--- src/rtl/sbsc_pkg.sv ---
// package: constants and carrier types for the subtract-with-borrow and scan-compare datapath
package sbsc_pkg;

  // ==========================================================================
  // register map (byte addresses on the Avalon-MM slave)
  // ==========================================================================
  localparam logic [5:0] REG_CTRL = 6'h00;
  localparam logic [5:0] REG_ACCUM = 6'h04;
  localparam logic [5:0] REG_DEST = 6'h08;
  localparam logic [5:0] REG_SRC = 6'h0C;
  localparam logic [5:0] REG_DEST_INDEX = 6'h10;
  localparam logic [5:0] REG_EXTRA_SEG = 6'h14;
  localparam logic [5:0] REG_OVERRIDE_SEG = 6'h18;
  localparam logic [5:0] REG_FLAGS = 6'h1C;
  localparam logic [5:0] REG_STATUS = 6'h20;

  // ==========================================================================
  // opcodes
  // ==========================================================================
  localparam logic [7:0] OP_SCAN_BYTE = 8'hAE;
  localparam logic [7:0] OP_SCAN_WORD = 8'hAF;
  localparam logic [7:0] OP_SBB_BYTE = 8'h1C;
  localparam logic [7:0] OP_SBB_WORD = 8'h1D;
  localparam logic [7:0] OP_SBB_WORD_SEXT = 8'h83;

  // ==========================================================================
  // field positions
  // ==========================================================================
  localparam int CTRL_START_BIT = 8;
  localparam int CTRL_NARROW_BIT = 9;
  localparam int CTRL_OVERRIDE_BIT = 10;
  localparam int STAT_BUSY_BIT = 0;
  localparam int STAT_BADOP_BIT = 1;
  localparam int SEG_SHIFT = 4;

  // ==========================================================================
  // reset values
  // ==========================================================================
  localparam logic [15:0] RST_WORD = 16'h0000;
  localparam logic [15:0] RST_FLAGS = 16'h0000;

  // ==========================================================================
  // cycle counts at the core clock
  // ==========================================================================
  localparam logic [4:0] CYC_SCAN_WIDE = 5'h0F;
  localparam logic [4:0] CYC_SCAN_NARROW = 5'h13;
  localparam logic [4:0] CYC_SBB_BYTE = 5'h03;
  localparam logic [4:0] CYC_SBB_WORD = 5'h04;

  // ==========================================================================
  // types
  // ==========================================================================
  typedef enum logic [1:0] {
    SBSC_IDLE = 2'b00,
    SBSC_FETCH = 2'b01,
    SBSC_EXEC = 2'b11
  } sbsc_state_t;

  // status word layout, bit 15 down to bit 0
  typedef struct packed {
    logic [3:0] rsv_hi;
    logic ovf;
    logic dir;
    logic ien;
    logic trap;
    logic sgn;
    logic zro;
    logic rsv5;
    logic aux;
    logic rsv3;
    logic par;
    logic rsv1;
    logic cry;
  } sbsc_flags_t;

  // arithmetic outcome of one subtraction
  typedef struct packed {
    logic [15:0] result;
    logic cry;
    logic ovf;
    logic aux;
    logic zro;
    logic sgn;
    logic par;
  } sbsc_alu_t;

endpackage : sbsc_pkg

--- src/rtl/sbsc_core.sv ---
// module: subtract-with-borrow and string scan-compare datapath with Avalon-MM registers
`timescale 1ns/1ns

// Operation
// - opcode AE scans low accumulator byte against extra_segment:dest_index, 15/19 clocks.
// - opcode AF scans whole accumulator word the same way, same clock counts.
// - scan subtracts memory from accumulator, drops the difference, updates only flags and dest_index.
// - scan memory always uses extra_segment; segment override ignored.
// - scan address is the live dest_index value; operand only chooses size.
// - after scan dest_index rises when direction_flag is 0, falls when 1.
// - dest_index step is 1 for bytes, 2 for words, wrapping at 16 bits.
// - operand-free byte and word scans decode to the very same operations.
// - subtract-with-borrow sets carry_flag on borrow out of the top bit.
// - subtract-with-borrow sets overflow_flag when signed result does not fit.
// - subtract-with-borrow sets zero_flag exactly when the result is zero.
// - subtract-with-borrow sets aux_carry_flag on borrow out of the low nibble.
// - operands share one size; byte immediate with word destination is sign-extended.
// - result is destination minus source minus carry_flag, written to destination.
// - sign extension fills the upper byte with ones for negative bytes.
module sbsc_core (
  // clock and reset
  input wire logic core_clk,
  input wire logic sys_rst,
  input wire logic core_ce,
  // avalon-mm slave
  input wire logic [5:0] avs_address,
  input wire logic avs_read,
  input wire logic avs_write,
  input wire logic [31:0] avs_writedata,
  input wire logic [3:0] avs_byteenable,
  output logic [31:0] avs_readdata,
  output logic avs_waitrequest,
  // memory operand port toward the bus unit
  output logic mem_req,
  output logic [19:0] mem_addr,
  output logic mem_word,
  input wire logic mem_ack,
  input wire logic [15:0] mem_rdata,
  // status
  output logic busy
);

  // ==========================================================================
  // registers and state
  // ==========================================================================
  sbsc_pkg::sbsc_state_t state_q;
  sbsc_pkg::sbsc_flags_t flags_q;
  sbsc_pkg::sbsc_alu_t alu;
  logic [15:0] ctrl_q;
  logic [15:0] accum_q;
  logic [15:0] dest_q;
  logic [15:0] src_q;
  logic [15:0] di_q;
  logic [15:0] es_q;
  logic [15:0] ovr_q;
  logic [15:0] opnd_q;
  logic [4:0] cnt_q;
  logic [4:0] cnt_d;
  logic is_scan_q;
  logic word_q;
  logic sext_q;
  logic badop_q;
  logic rd_valid_q;
  logic [31:0] rdata_q;
  logic [5:0] len_q;

  logic wr_go;
  logic start_go;
  logic done;
  logic [7:0] opc;
  logic op_known;
  logic op_scan;
  logic op_word;
  logic [15:0] alu_a;
  logic [15:0] alu_b;
  logic [15:0] di_step;
  localparam sbsc_pkg::sbsc_flags_t RST_FLAGS_T = sbsc_pkg::RST_FLAGS;

  function automatic logic [15:0] merge16(input logic [15:0] old,
                                          input logic [31:0] wd,
                                          input logic [3:0] be);
    merge16 = {be[1] ? wd[15:8] : old[15:8], be[0] ? wd[7:0] : old[7:0]};
  endfunction : merge16

  // ==========================================================================
  // bus slave
  // ==========================================================================
  assign busy = (state_q != sbsc_pkg::SBSC_IDLE);
  assign avs_waitrequest = avs_read ? !rd_valid_q : (avs_write && busy);
  assign avs_readdata = rdata_q;
  assign wr_go = avs_write && !avs_read && !busy;

  always_ff @(posedge core_clk) begin
    if (sys_rst) begin
      rd_valid_q <= 1'b0;
      rdata_q <= 32'h0000_0000;
    end else if (core_ce) begin
      rd_valid_q <= avs_read && !rd_valid_q;
      if (avs_read && !rd_valid_q) begin
        case (avs_address)
          sbsc_pkg::REG_CTRL: rdata_q <= {16'h0000, ctrl_q};
          sbsc_pkg::REG_ACCUM: rdata_q <= {16'h0000, accum_q};
          sbsc_pkg::REG_DEST: rdata_q <= {16'h0000, dest_q};
          sbsc_pkg::REG_SRC: rdata_q <= {16'h0000, src_q};
          sbsc_pkg::REG_DEST_INDEX: rdata_q <= {16'h0000, di_q};
          sbsc_pkg::REG_EXTRA_SEG: rdata_q <= {16'h0000, es_q};
          sbsc_pkg::REG_OVERRIDE_SEG: rdata_q <= {16'h0000, ovr_q};
          sbsc_pkg::REG_FLAGS: rdata_q <= {16'h0000, flags_q};
          sbsc_pkg::REG_STATUS: rdata_q <= {30'h0000_0000, badop_q, busy};
          default: rdata_q <= 32'h0000_0000;
        endcase
      end
    end
  end

  // control word; start bit is a self-clearing trigger
  always_ff @(posedge core_clk) begin
    if (sys_rst) begin
      ctrl_q <= sbsc_pkg::RST_WORD;
    end else if (core_ce) begin
      if (wr_go && avs_address == sbsc_pkg::REG_CTRL) begin
        ctrl_q <= merge16(ctrl_q, avs_writedata, avs_byteenable);
        ctrl_q[sbsc_pkg::CTRL_START_BIT] <= 1'b0;
      end
    end
  end

  // ==========================================================================
  // decode
  // ==========================================================================
  assign opc = avs_byteenable[0] ? avs_writedata[7:0] : ctrl_q[7:0];
  // bare scan mnemonics share these opcodes, so no separate path exists
  assign op_scan = (opc == sbsc_pkg::OP_SCAN_BYTE) || (opc == sbsc_pkg::OP_SCAN_WORD);
  assign op_word = (opc == sbsc_pkg::OP_SCAN_WORD) || (opc == sbsc_pkg::OP_SBB_WORD)
                   || (opc == sbsc_pkg::OP_SBB_WORD_SEXT);
  assign op_known = op_scan || (opc == sbsc_pkg::OP_SBB_BYTE) || op_word;
  assign start_go = wr_go && avs_address == sbsc_pkg::REG_CTRL && avs_byteenable[1]
                    && avs_writedata[sbsc_pkg::CTRL_START_BIT];

  // ==========================================================================
  // sequencer
  // ==========================================================================
  assign done = (state_q == sbsc_pkg::SBSC_EXEC) && (cnt_q == 5'h00);

  always_comb begin
    cnt_d = cnt_q;
    if (start_go) begin
      if (op_scan) begin
        cnt_d = (avs_writedata[sbsc_pkg::CTRL_NARROW_BIT] ? sbsc_pkg::CYC_SCAN_NARROW
                 : sbsc_pkg::CYC_SCAN_WIDE) - 5'h01;
      end else begin
        cnt_d = (op_word ? sbsc_pkg::CYC_SBB_WORD : sbsc_pkg::CYC_SBB_BYTE) - 5'h01;
      end
    end else if (busy && cnt_q != 5'h00) begin
      cnt_d = cnt_q - 5'h01;
    end
  end

  always_ff @(posedge core_clk) begin
    if (sys_rst) begin
      state_q <= sbsc_pkg::SBSC_IDLE;
      cnt_q <= 5'h00;
      is_scan_q <= 1'b0;
      word_q <= 1'b0;
      sext_q <= 1'b0;
      badop_q <= 1'b0;
    end else if (core_ce) begin
      cnt_q <= cnt_d;
      case (state_q)
        sbsc_pkg::SBSC_IDLE: begin
          if (start_go) begin
            badop_q <= !op_known;
            is_scan_q <= op_scan;
            word_q <= op_word;
            sext_q <= (opc == sbsc_pkg::OP_SBB_WORD_SEXT);
            if (op_known) begin
              state_q <= op_scan ? sbsc_pkg::SBSC_FETCH : sbsc_pkg::SBSC_EXEC;
            end
          end
        end
        sbsc_pkg::SBSC_FETCH: begin
          if (mem_ack) begin
            state_q <= sbsc_pkg::SBSC_EXEC;
          end
        end
        sbsc_pkg::SBSC_EXEC: begin
          if (cnt_q == 5'h00) begin
            state_q <= sbsc_pkg::SBSC_IDLE;
          end
        end
        default: state_q <= sbsc_pkg::SBSC_IDLE;
      endcase
    end
  end

  // ==========================================================================
  // memory operand fetch
  // ==========================================================================
  // override register is never consulted: the segment is fixed
  assign mem_req = (state_q == sbsc_pkg::SBSC_FETCH);
  assign mem_addr = {es_q, 4'h0} + {4'h0, di_q};
  assign mem_word = word_q;

  always_ff @(posedge core_clk) begin
    if (sys_rst) begin
      opnd_q <= sbsc_pkg::RST_WORD;
    end else if (core_ce) begin
      if (mem_req && mem_ack) begin
        opnd_q <= mem_rdata;
      end
    end
  end

  // ==========================================================================
  // arithmetic
  // ==========================================================================
  assign alu_a = is_scan_q ? accum_q : dest_q;
  always_comb begin
    if (is_scan_q) begin
      alu_b = opnd_q;
    end else if (sext_q) begin
      alu_b = {src_q[7] ? 8'hFF : 8'h00, src_q[7:0]};
    end else begin
      alu_b = src_q;
    end
  end

  sbsc_sub_alu u_alu (
    .minuend(alu_a),
    .subtrahend(alu_b),
    .borrow_in(is_scan_q ? 1'b0 : flags_q.cry),
    .word_op(word_q),
    .outcome(alu)
  );

  assign di_step = word_q ? 16'h0002 : 16'h0001;

  // ==========================================================================
  // architectural registers
  // ==========================================================================
  always_ff @(posedge core_clk) begin
    if (sys_rst) begin
      accum_q <= sbsc_pkg::RST_WORD;
      src_q <= sbsc_pkg::RST_WORD;
      es_q <= sbsc_pkg::RST_WORD;
      ovr_q <= sbsc_pkg::RST_WORD;
    end else if (core_ce && wr_go) begin
      case (avs_address)
        sbsc_pkg::REG_ACCUM: accum_q <= merge16(accum_q, avs_writedata, avs_byteenable);
        sbsc_pkg::REG_SRC: src_q <= merge16(src_q, avs_writedata, avs_byteenable);
        sbsc_pkg::REG_EXTRA_SEG: es_q <= merge16(es_q, avs_writedata, avs_byteenable);
        sbsc_pkg::REG_OVERRIDE_SEG: ovr_q <= merge16(ovr_q, avs_writedata, avs_byteenable);
        default: ;
      endcase
    end
  end

  // destination: only subtract-with-borrow writes back; byte form keeps upper half
  always_ff @(posedge core_clk) begin
    if (sys_rst) begin
      dest_q <= sbsc_pkg::RST_WORD;
    end else if (core_ce) begin
      if (done && !is_scan_q) begin
        dest_q <= word_q ? alu.result : {dest_q[15:8], alu.result[7:0]};
      end else if (wr_go && avs_address == sbsc_pkg::REG_DEST) begin
        dest_q <= merge16(dest_q, avs_writedata, avs_byteenable);
      end
    end
  end

  always_ff @(posedge core_clk) begin
    if (sys_rst) begin
      di_q <= sbsc_pkg::RST_WORD;
    end else if (core_ce) begin
      if (done && is_scan_q) begin
        di_q <= flags_q.dir ? di_q - di_step : di_q + di_step;
      end else if (wr_go && avs_address == sbsc_pkg::REG_DEST_INDEX) begin
        di_q <= merge16(di_q, avs_writedata, avs_byteenable);
      end
    end
  end

  always_ff @(posedge core_clk) begin
    if (sys_rst) begin
      flags_q <= RST_FLAGS_T;
    end else if (core_ce) begin
      if (done) begin
        flags_q.cry <= alu.cry;
        flags_q.ovf <= alu.ovf;
        flags_q.zro <= alu.zro;
        flags_q.aux <= alu.aux;
        flags_q.sgn <= alu.sgn;
        flags_q.par <= alu.par;
      end else if (wr_go && avs_address == sbsc_pkg::REG_FLAGS) begin
        flags_q <= merge16(flags_q, avs_writedata, avs_byteenable);
      end
    end
  end

  // ==========================================================================
  // checks
  // ==========================================================================
  always_ff @(posedge core_clk) begin
    if (sys_rst) begin
      len_q <= 6'h00;
    end else if (core_ce) begin
      len_q <= start_go ? 6'h01 : (busy ? len_q + 6'h01 : len_q);
    end
  end
endmodule : sbsc_core

--- src/rtl/sbsc_sub_alu.sv ---
// module: byte or word subtractor with borrow-in and arithmetic flags
`timescale 1ns/1ns

module sbsc_sub_alu (
  // operands
  input wire logic [15:0] minuend,
  input wire logic [15:0] subtrahend,
  input wire logic borrow_in,
  input wire logic word_op,
  // outcome
  output sbsc_pkg::sbsc_alu_t outcome
);

  logic [8:0] diff9;
  logic [16:0] diff17;
  logic [15:0] res;
  logic a_msb;
  logic b_msb;
  logic r_msb;

  assign diff9 = {1'b0, minuend[7:0]} - {1'b0, subtrahend[7:0]} - {8'h00, borrow_in};
  assign diff17 = {1'b0, minuend} - {1'b0, subtrahend} - {16'h0000, borrow_in};
  assign res = word_op ? diff17[15:0] : {8'h00, diff9[7:0]};
  assign a_msb = word_op ? minuend[15] : minuend[7];
  assign b_msb = word_op ? subtrahend[15] : subtrahend[7];
  assign r_msb = word_op ? res[15] : res[7];

  assign outcome.result = res;
  assign outcome.cry = word_op ? diff17[16] : diff9[8];
  assign outcome.ovf = (a_msb ^ b_msb) & (a_msb ^ r_msb);
  assign outcome.aux = minuend[4] ^ subtrahend[4] ^ res[4];
  assign outcome.zro = (res == 16'h0000);
  assign outcome.sgn = r_msb;
  assign outcome.par = ~^res[7:0];

endmodule : sbsc_sub_alu

--- config.mk ---
export PLATFORM = sky130hd
export DESIGN_NAME = sbsc_core
export DESIGN_NICKNAME = d
export VERILOG_FILES = /design/src/rtl/sbsc_pkg.sv /design/src/rtl/sbsc_core.sv /design/src/rtl/sbsc_sub_alu.sv
export SDC_FILE = /design/constraint.sdc
export NUM_CORES = 1
export LEC_CHECK = 0
export BUFFER_PORTS_ARGS = -buffer_cell sky130_fd_sc_hd__buf_2
export CAP_MARGIN = 20
export CORE_ASPECT_RATIO = 1.75
export CORE_UTILIZATION = 50
export CTS_CLUSTER_SIZE = 20
export DETAILED_ROUTE_END_ITERATION = 6
export HOLD_SLACK_MARGIN = 0.03
export PLACE_DENSITY = 0.82
export SLEW_MARGIN = 40
export SYNTH_ARGS = -nofsm -noshare
export SYNTH_HDL_FRONTEND = slang
export SYNTH_SLANG_ARGS = --single-unit
--- constraint.sdc ---
create_clock -name core_clk -period 4.3 [get_ports core_clk]
set_clock_uncertainty 0.1 [all_clocks]
set_input_delay 0.645 -clock core_clk [delete_from_list [all_inputs] [get_ports core_clk]]
set_output_delay 0.645 -clock core_clk [all_outputs]
set_load 0.02 [all_outputs]
==> results.sh <==
export IMPL_drv_slew=0
export IMPL_timing_hold_ws_ns=0.343
export IMPL_p_comb_share_pct=4.9
export IMPL_grt_pass1_wl_um=50400
export IMPL_synth_async_sr_flop_share_pct=0
export IMPL_syn_inst=1335
export IMPL_setup_viol_count_final=0
export IMPL_ys_top_cells_by_area="dfxtp_1, mux2i_1, ha_1, nor2_1, nand2_1"
export IMPL_multi_input_area_um2=6680
export IMPL_peakVddDrop_mv=0.267
export IMPL_fin_crit_sh_pct=96.3
export IMPL_status="complete, no violations"
export IMPL_initial_utilization_pct=51.1
export IMPL_power_frac_seq_pct=45.7
export IMPL_syn_to_final_growth_pct=11.1
export IMPL_antenna_found_initial=0
export IMPL_cp_start_kind="flop"
export IMPL_antennaDiodeCount=0
export IMPL_yosysSeqAreaShare_pct=31.8
export IMPL_worst_pin_slew_ns=0.853
export IMPL_synth_top_flop_cell="dfxtp_1"
export IMPL_p_leak_nw=4.81
export IMPL_n_fill_cell=1782
export IMPL_drc=0
export IMPL_root_buffer="clkbuf_16"
export IMPL_drt_total_wl_um=32500
export IMPL_crit_path_top_delay_cell="fa_1"
export IMPL_fp_dieH_um=196
export IMPL_critical_path_max_stage_delay_ns=0.46
export IMPL_synthTopCellsByCount="nor2_1, dfxtp_1, nand2_1"
export IMPL_synth_top_area_cell="dfxtp_1"
export IMPL_switchingPower_w=0.000791
export IMPL_synth_most_common_cell="nor2_1"
export IMPL_layout_cells_non_filler=1635
export IMPL_io_pins=120
export IMPL_path_max_fanout=7
export IMPL_die_w_um=113
export IMPL_hp_class="input pin to flop"
export IMPL_routed_via_density=6.36
export IMPL_io_buffer_count=85
export IMPL_clock_sinks=171
export IMPL_nNetsFinal=1499
export IMPL_core_area_um2=21000
export IMPL_cts_max_path_buffers=2
export IMPL_drtAntennaViolNets=0
export IMPL_yosysUniqueCellTypes=76
export IMPL_grt_max_degree=100
export IMPL_synth_edf_count=0
export IMPL_layout_drive_gt1_share_pct=13.0
export IMPL_ys_ff_latch=171
export IMPL_critPathKind="flop to flop"
export IMPL_endpoint_kind="flop"
export IMPL_swShare_pct=22.8
export IMPL_grt_usage_pct=29.0
export IMPL_cts_htree_levels=4
export IMPL_clock_latency_ns=0.45
export IMPL_finalHoldViolCount=0
export IMPL_max_cap_violations=0
export IMPL_final_core_util_pct=56.8
export IMPL_crit_top_cell="ha_1"
export IMPL_place_inst=1601
export IMPL_numCtsBuffers=17
export IMPL_ys_warn_count=0
export IMPL_dr_pass1_iters=6
export IMPL_grt_pass1_vias=10100
export IMPL_path_clk_slew_ns=0.07
export IMPL_gp_congestion=0.949
export IMPL_initialDrtViolationCount=894
export IMPL_min_period_ns=4.14
export IMPL_internal_power_w=0.00268
export IMPL_powerDensity_nw_per_um2=290
export IMPL_place_detailed_hpwl_um=23400
export IMPL_relSlewSlack_pct=43.1
export IMPL_p_clk_share_pct=49.4
export IMPL_worstPathCellList="mux2_2 -> fa_1 -> inv_1 -> ha_1 -> nand3_1 -> o221ai_2 -> o41ai_2 -> xor2_1 -> ha_1 -> nand4_1 -> or3_1 -> a211o_1 -> a2111oi_1 -> a41o_1"
export IMPL_wl_per_cell_um=19.9
export IMPL_grt_ovfl_total=0
export IMPL_critPathArrivalTime_ns=4.43
export IMPL_dieArea_um2=22100
export IMPL_register_area_um2=3430
export IMPL_power_w=0.00347
export IMPL_num_vias=10400
export IMPL_avgSynthCellArea_um2=8.05
export IMPL_cts_tree="built"
export IMPL_syn_area_um2=10800
export IMPL_max_freq_ghz=0.241
export IMPL_synth_top_area_share_pct=31.8
export IMPL_rows=70
export IMPL_required_ns=4.59
-- per-layer routing --
layer  up-vias  GRT usage, %  part of all wire [%]
li1       4779             -                     -
met1      4873          29.6                    35
met2       584          52.2                    51
met3       170          4.39                   6.5
met4         0          23.3                   7.7
met5         -             0                     0
-- final timing paths --
check | end | cells past startpoint | slack, ns | startpoint
min reg2reg | opnd_q[3] | 2 | 0.35 | opnd_q[3]
max reg2reg | flags_q[6] | 14 | 0.16 | is_scan_q
min | opnd_q[10] | 3 | 0.34 | mem_rdata[10]
max | flags_q[6] | 14 | 0.16 | is_scan_q
-- repair_timing --
item,4_1_cts,5_1_grt
hold buffers,0,0
gates resized for setup,0,4
setup buffers,0,1
endpoints found under the setup margin,0,1
-- power by group through the flow --
stage          Combinational [W]  Clock (W)  Sequential [W]
2_1_floorplan           0.000113          0         0.00162
3_3_place_gp            0.000160          0         0.00162
3_5_place_dp            0.000162          0         0.00162
4_1_cts                 0.000163    0.00170         0.00159
5_1_grt                 0.000177    0.00176         0.00159
6_report                0.000169    0.00171         0.00159
-- kinds of logic after synthesis --
| family | synth area share, % |
|---|---|
| muxes | 10.8 |
| other | 0.0349 |
| AOI/OAI and AO/OA | 19.6 |
| and+or+nand+nor | 20.3 |
| DFF | 31.8 |
| buffers and inverters | 6.85 |
| xor gates and xnor gates | 2.69 |
| adders and majority gates | 7.84 |
-- final cells by class --
cell class | count | area share (%)
multi-input cells | 1009 | 55.9
flip-flops and latches | 171 | 28.7
repair buffers | 112 | 5.56
clock buffers | 22 | 3.80
well taps | 252 | 2.64
inverters | 59 | 1.85
clock inverters | 10 | 1.58
-- state kept, by name (all words and copies together), names as in the netlist --
signal and count:
rd_valid_q 1, sext_q 1, cnt_q 5, mem_word 1, badop_q 1, dest_q 16
es_q 16, flags_q 16, ovr_q 16, is_scan_q 1, state_q 2, di_q 16
avs_readdata 16, accum_q 16, ctrl_q 15, src_q 16, opnd_q 16
-- layout by cell type (no fill, tap or decap), types with 9 or more instances in the layout --
| cell type | synthesis | layout |
|---|---|---|
| conb_1 | 1 | 16 |
| nor2b_1 | 18 | 17 |
| inv_1 | 59 | 59 |
| o21a_1 | 9 | 9 |
| mux2i_1 | 103 | 103 |
| a222oi_1 | 14 | 14 |
| ha_1 | 61 | 61 |
| buf_2 | 9 | 84 |
| and3_1 | 10 | 10 |
| clkbuf_16 | 0 | 18 |
| a22oi_1 | 26 | 26 |
| a311oi_1 | 12 | 12 |
| xor2_1 | 13 | 13 |
| a221oi_1 | 17 | 17 |
| a22o_1 | 13 | 13 |
| xnor2_1 | 20 | 20 |
| dfxtp_1 | 171 | 170 |
| a31oi_1 | 11 | 11 |
| nand2_1 | 140 | 140 |
| a21o_1 | 16 | 16 |
| nor2_1 | 176 | 175 |
| nand4_1 | 10 | 10 |
| buf_4 | 21 | 25 |
| mux2_2 | 12 | 12 |
| nor3_1 | 28 | 27 |
| a211oi_1 | 17 | 16 |
| nand3_1 | 36 | 36 |
| o21ai_0 | 51 | 51 |
| a21oi_1 | 83 | 83 |
-- stage by stage --
stage / setup TNS (ns) / instance area (um2) / setup WS [ns]
2_1_floorplan: 0 / 10800 / 0.00000711
3_3_place_gp: 0 / 11200 / 0.234
3_5_place_dp: 0 / 11200 / 0.112
4_1_cts: 0 / 11900 / 0.0796
5_1_grt: -0.00693 / 11900 / -0.00693
6_report: 0 / 11900 / 0.157
-- critical path, delay by kind of cell, from the launching register on --
| kind | cells | cell delay (ns) |
|---|---|---|
| muxes | 1 | 0.37 |
| DFF | 1 | 0.45 |
| xor gates and xnor gates | 1 | 0.25 |
| AOI/OAI and AO/OA | 5 | 1.42 |
| and+or+nand+nor | 3 | 0.54 |
| adders and majority gates | 3 | 0.87 |
| buffers and inverters | 1 | 0.08 |
No activity file was read; power rests on OpenSTA's default activity.
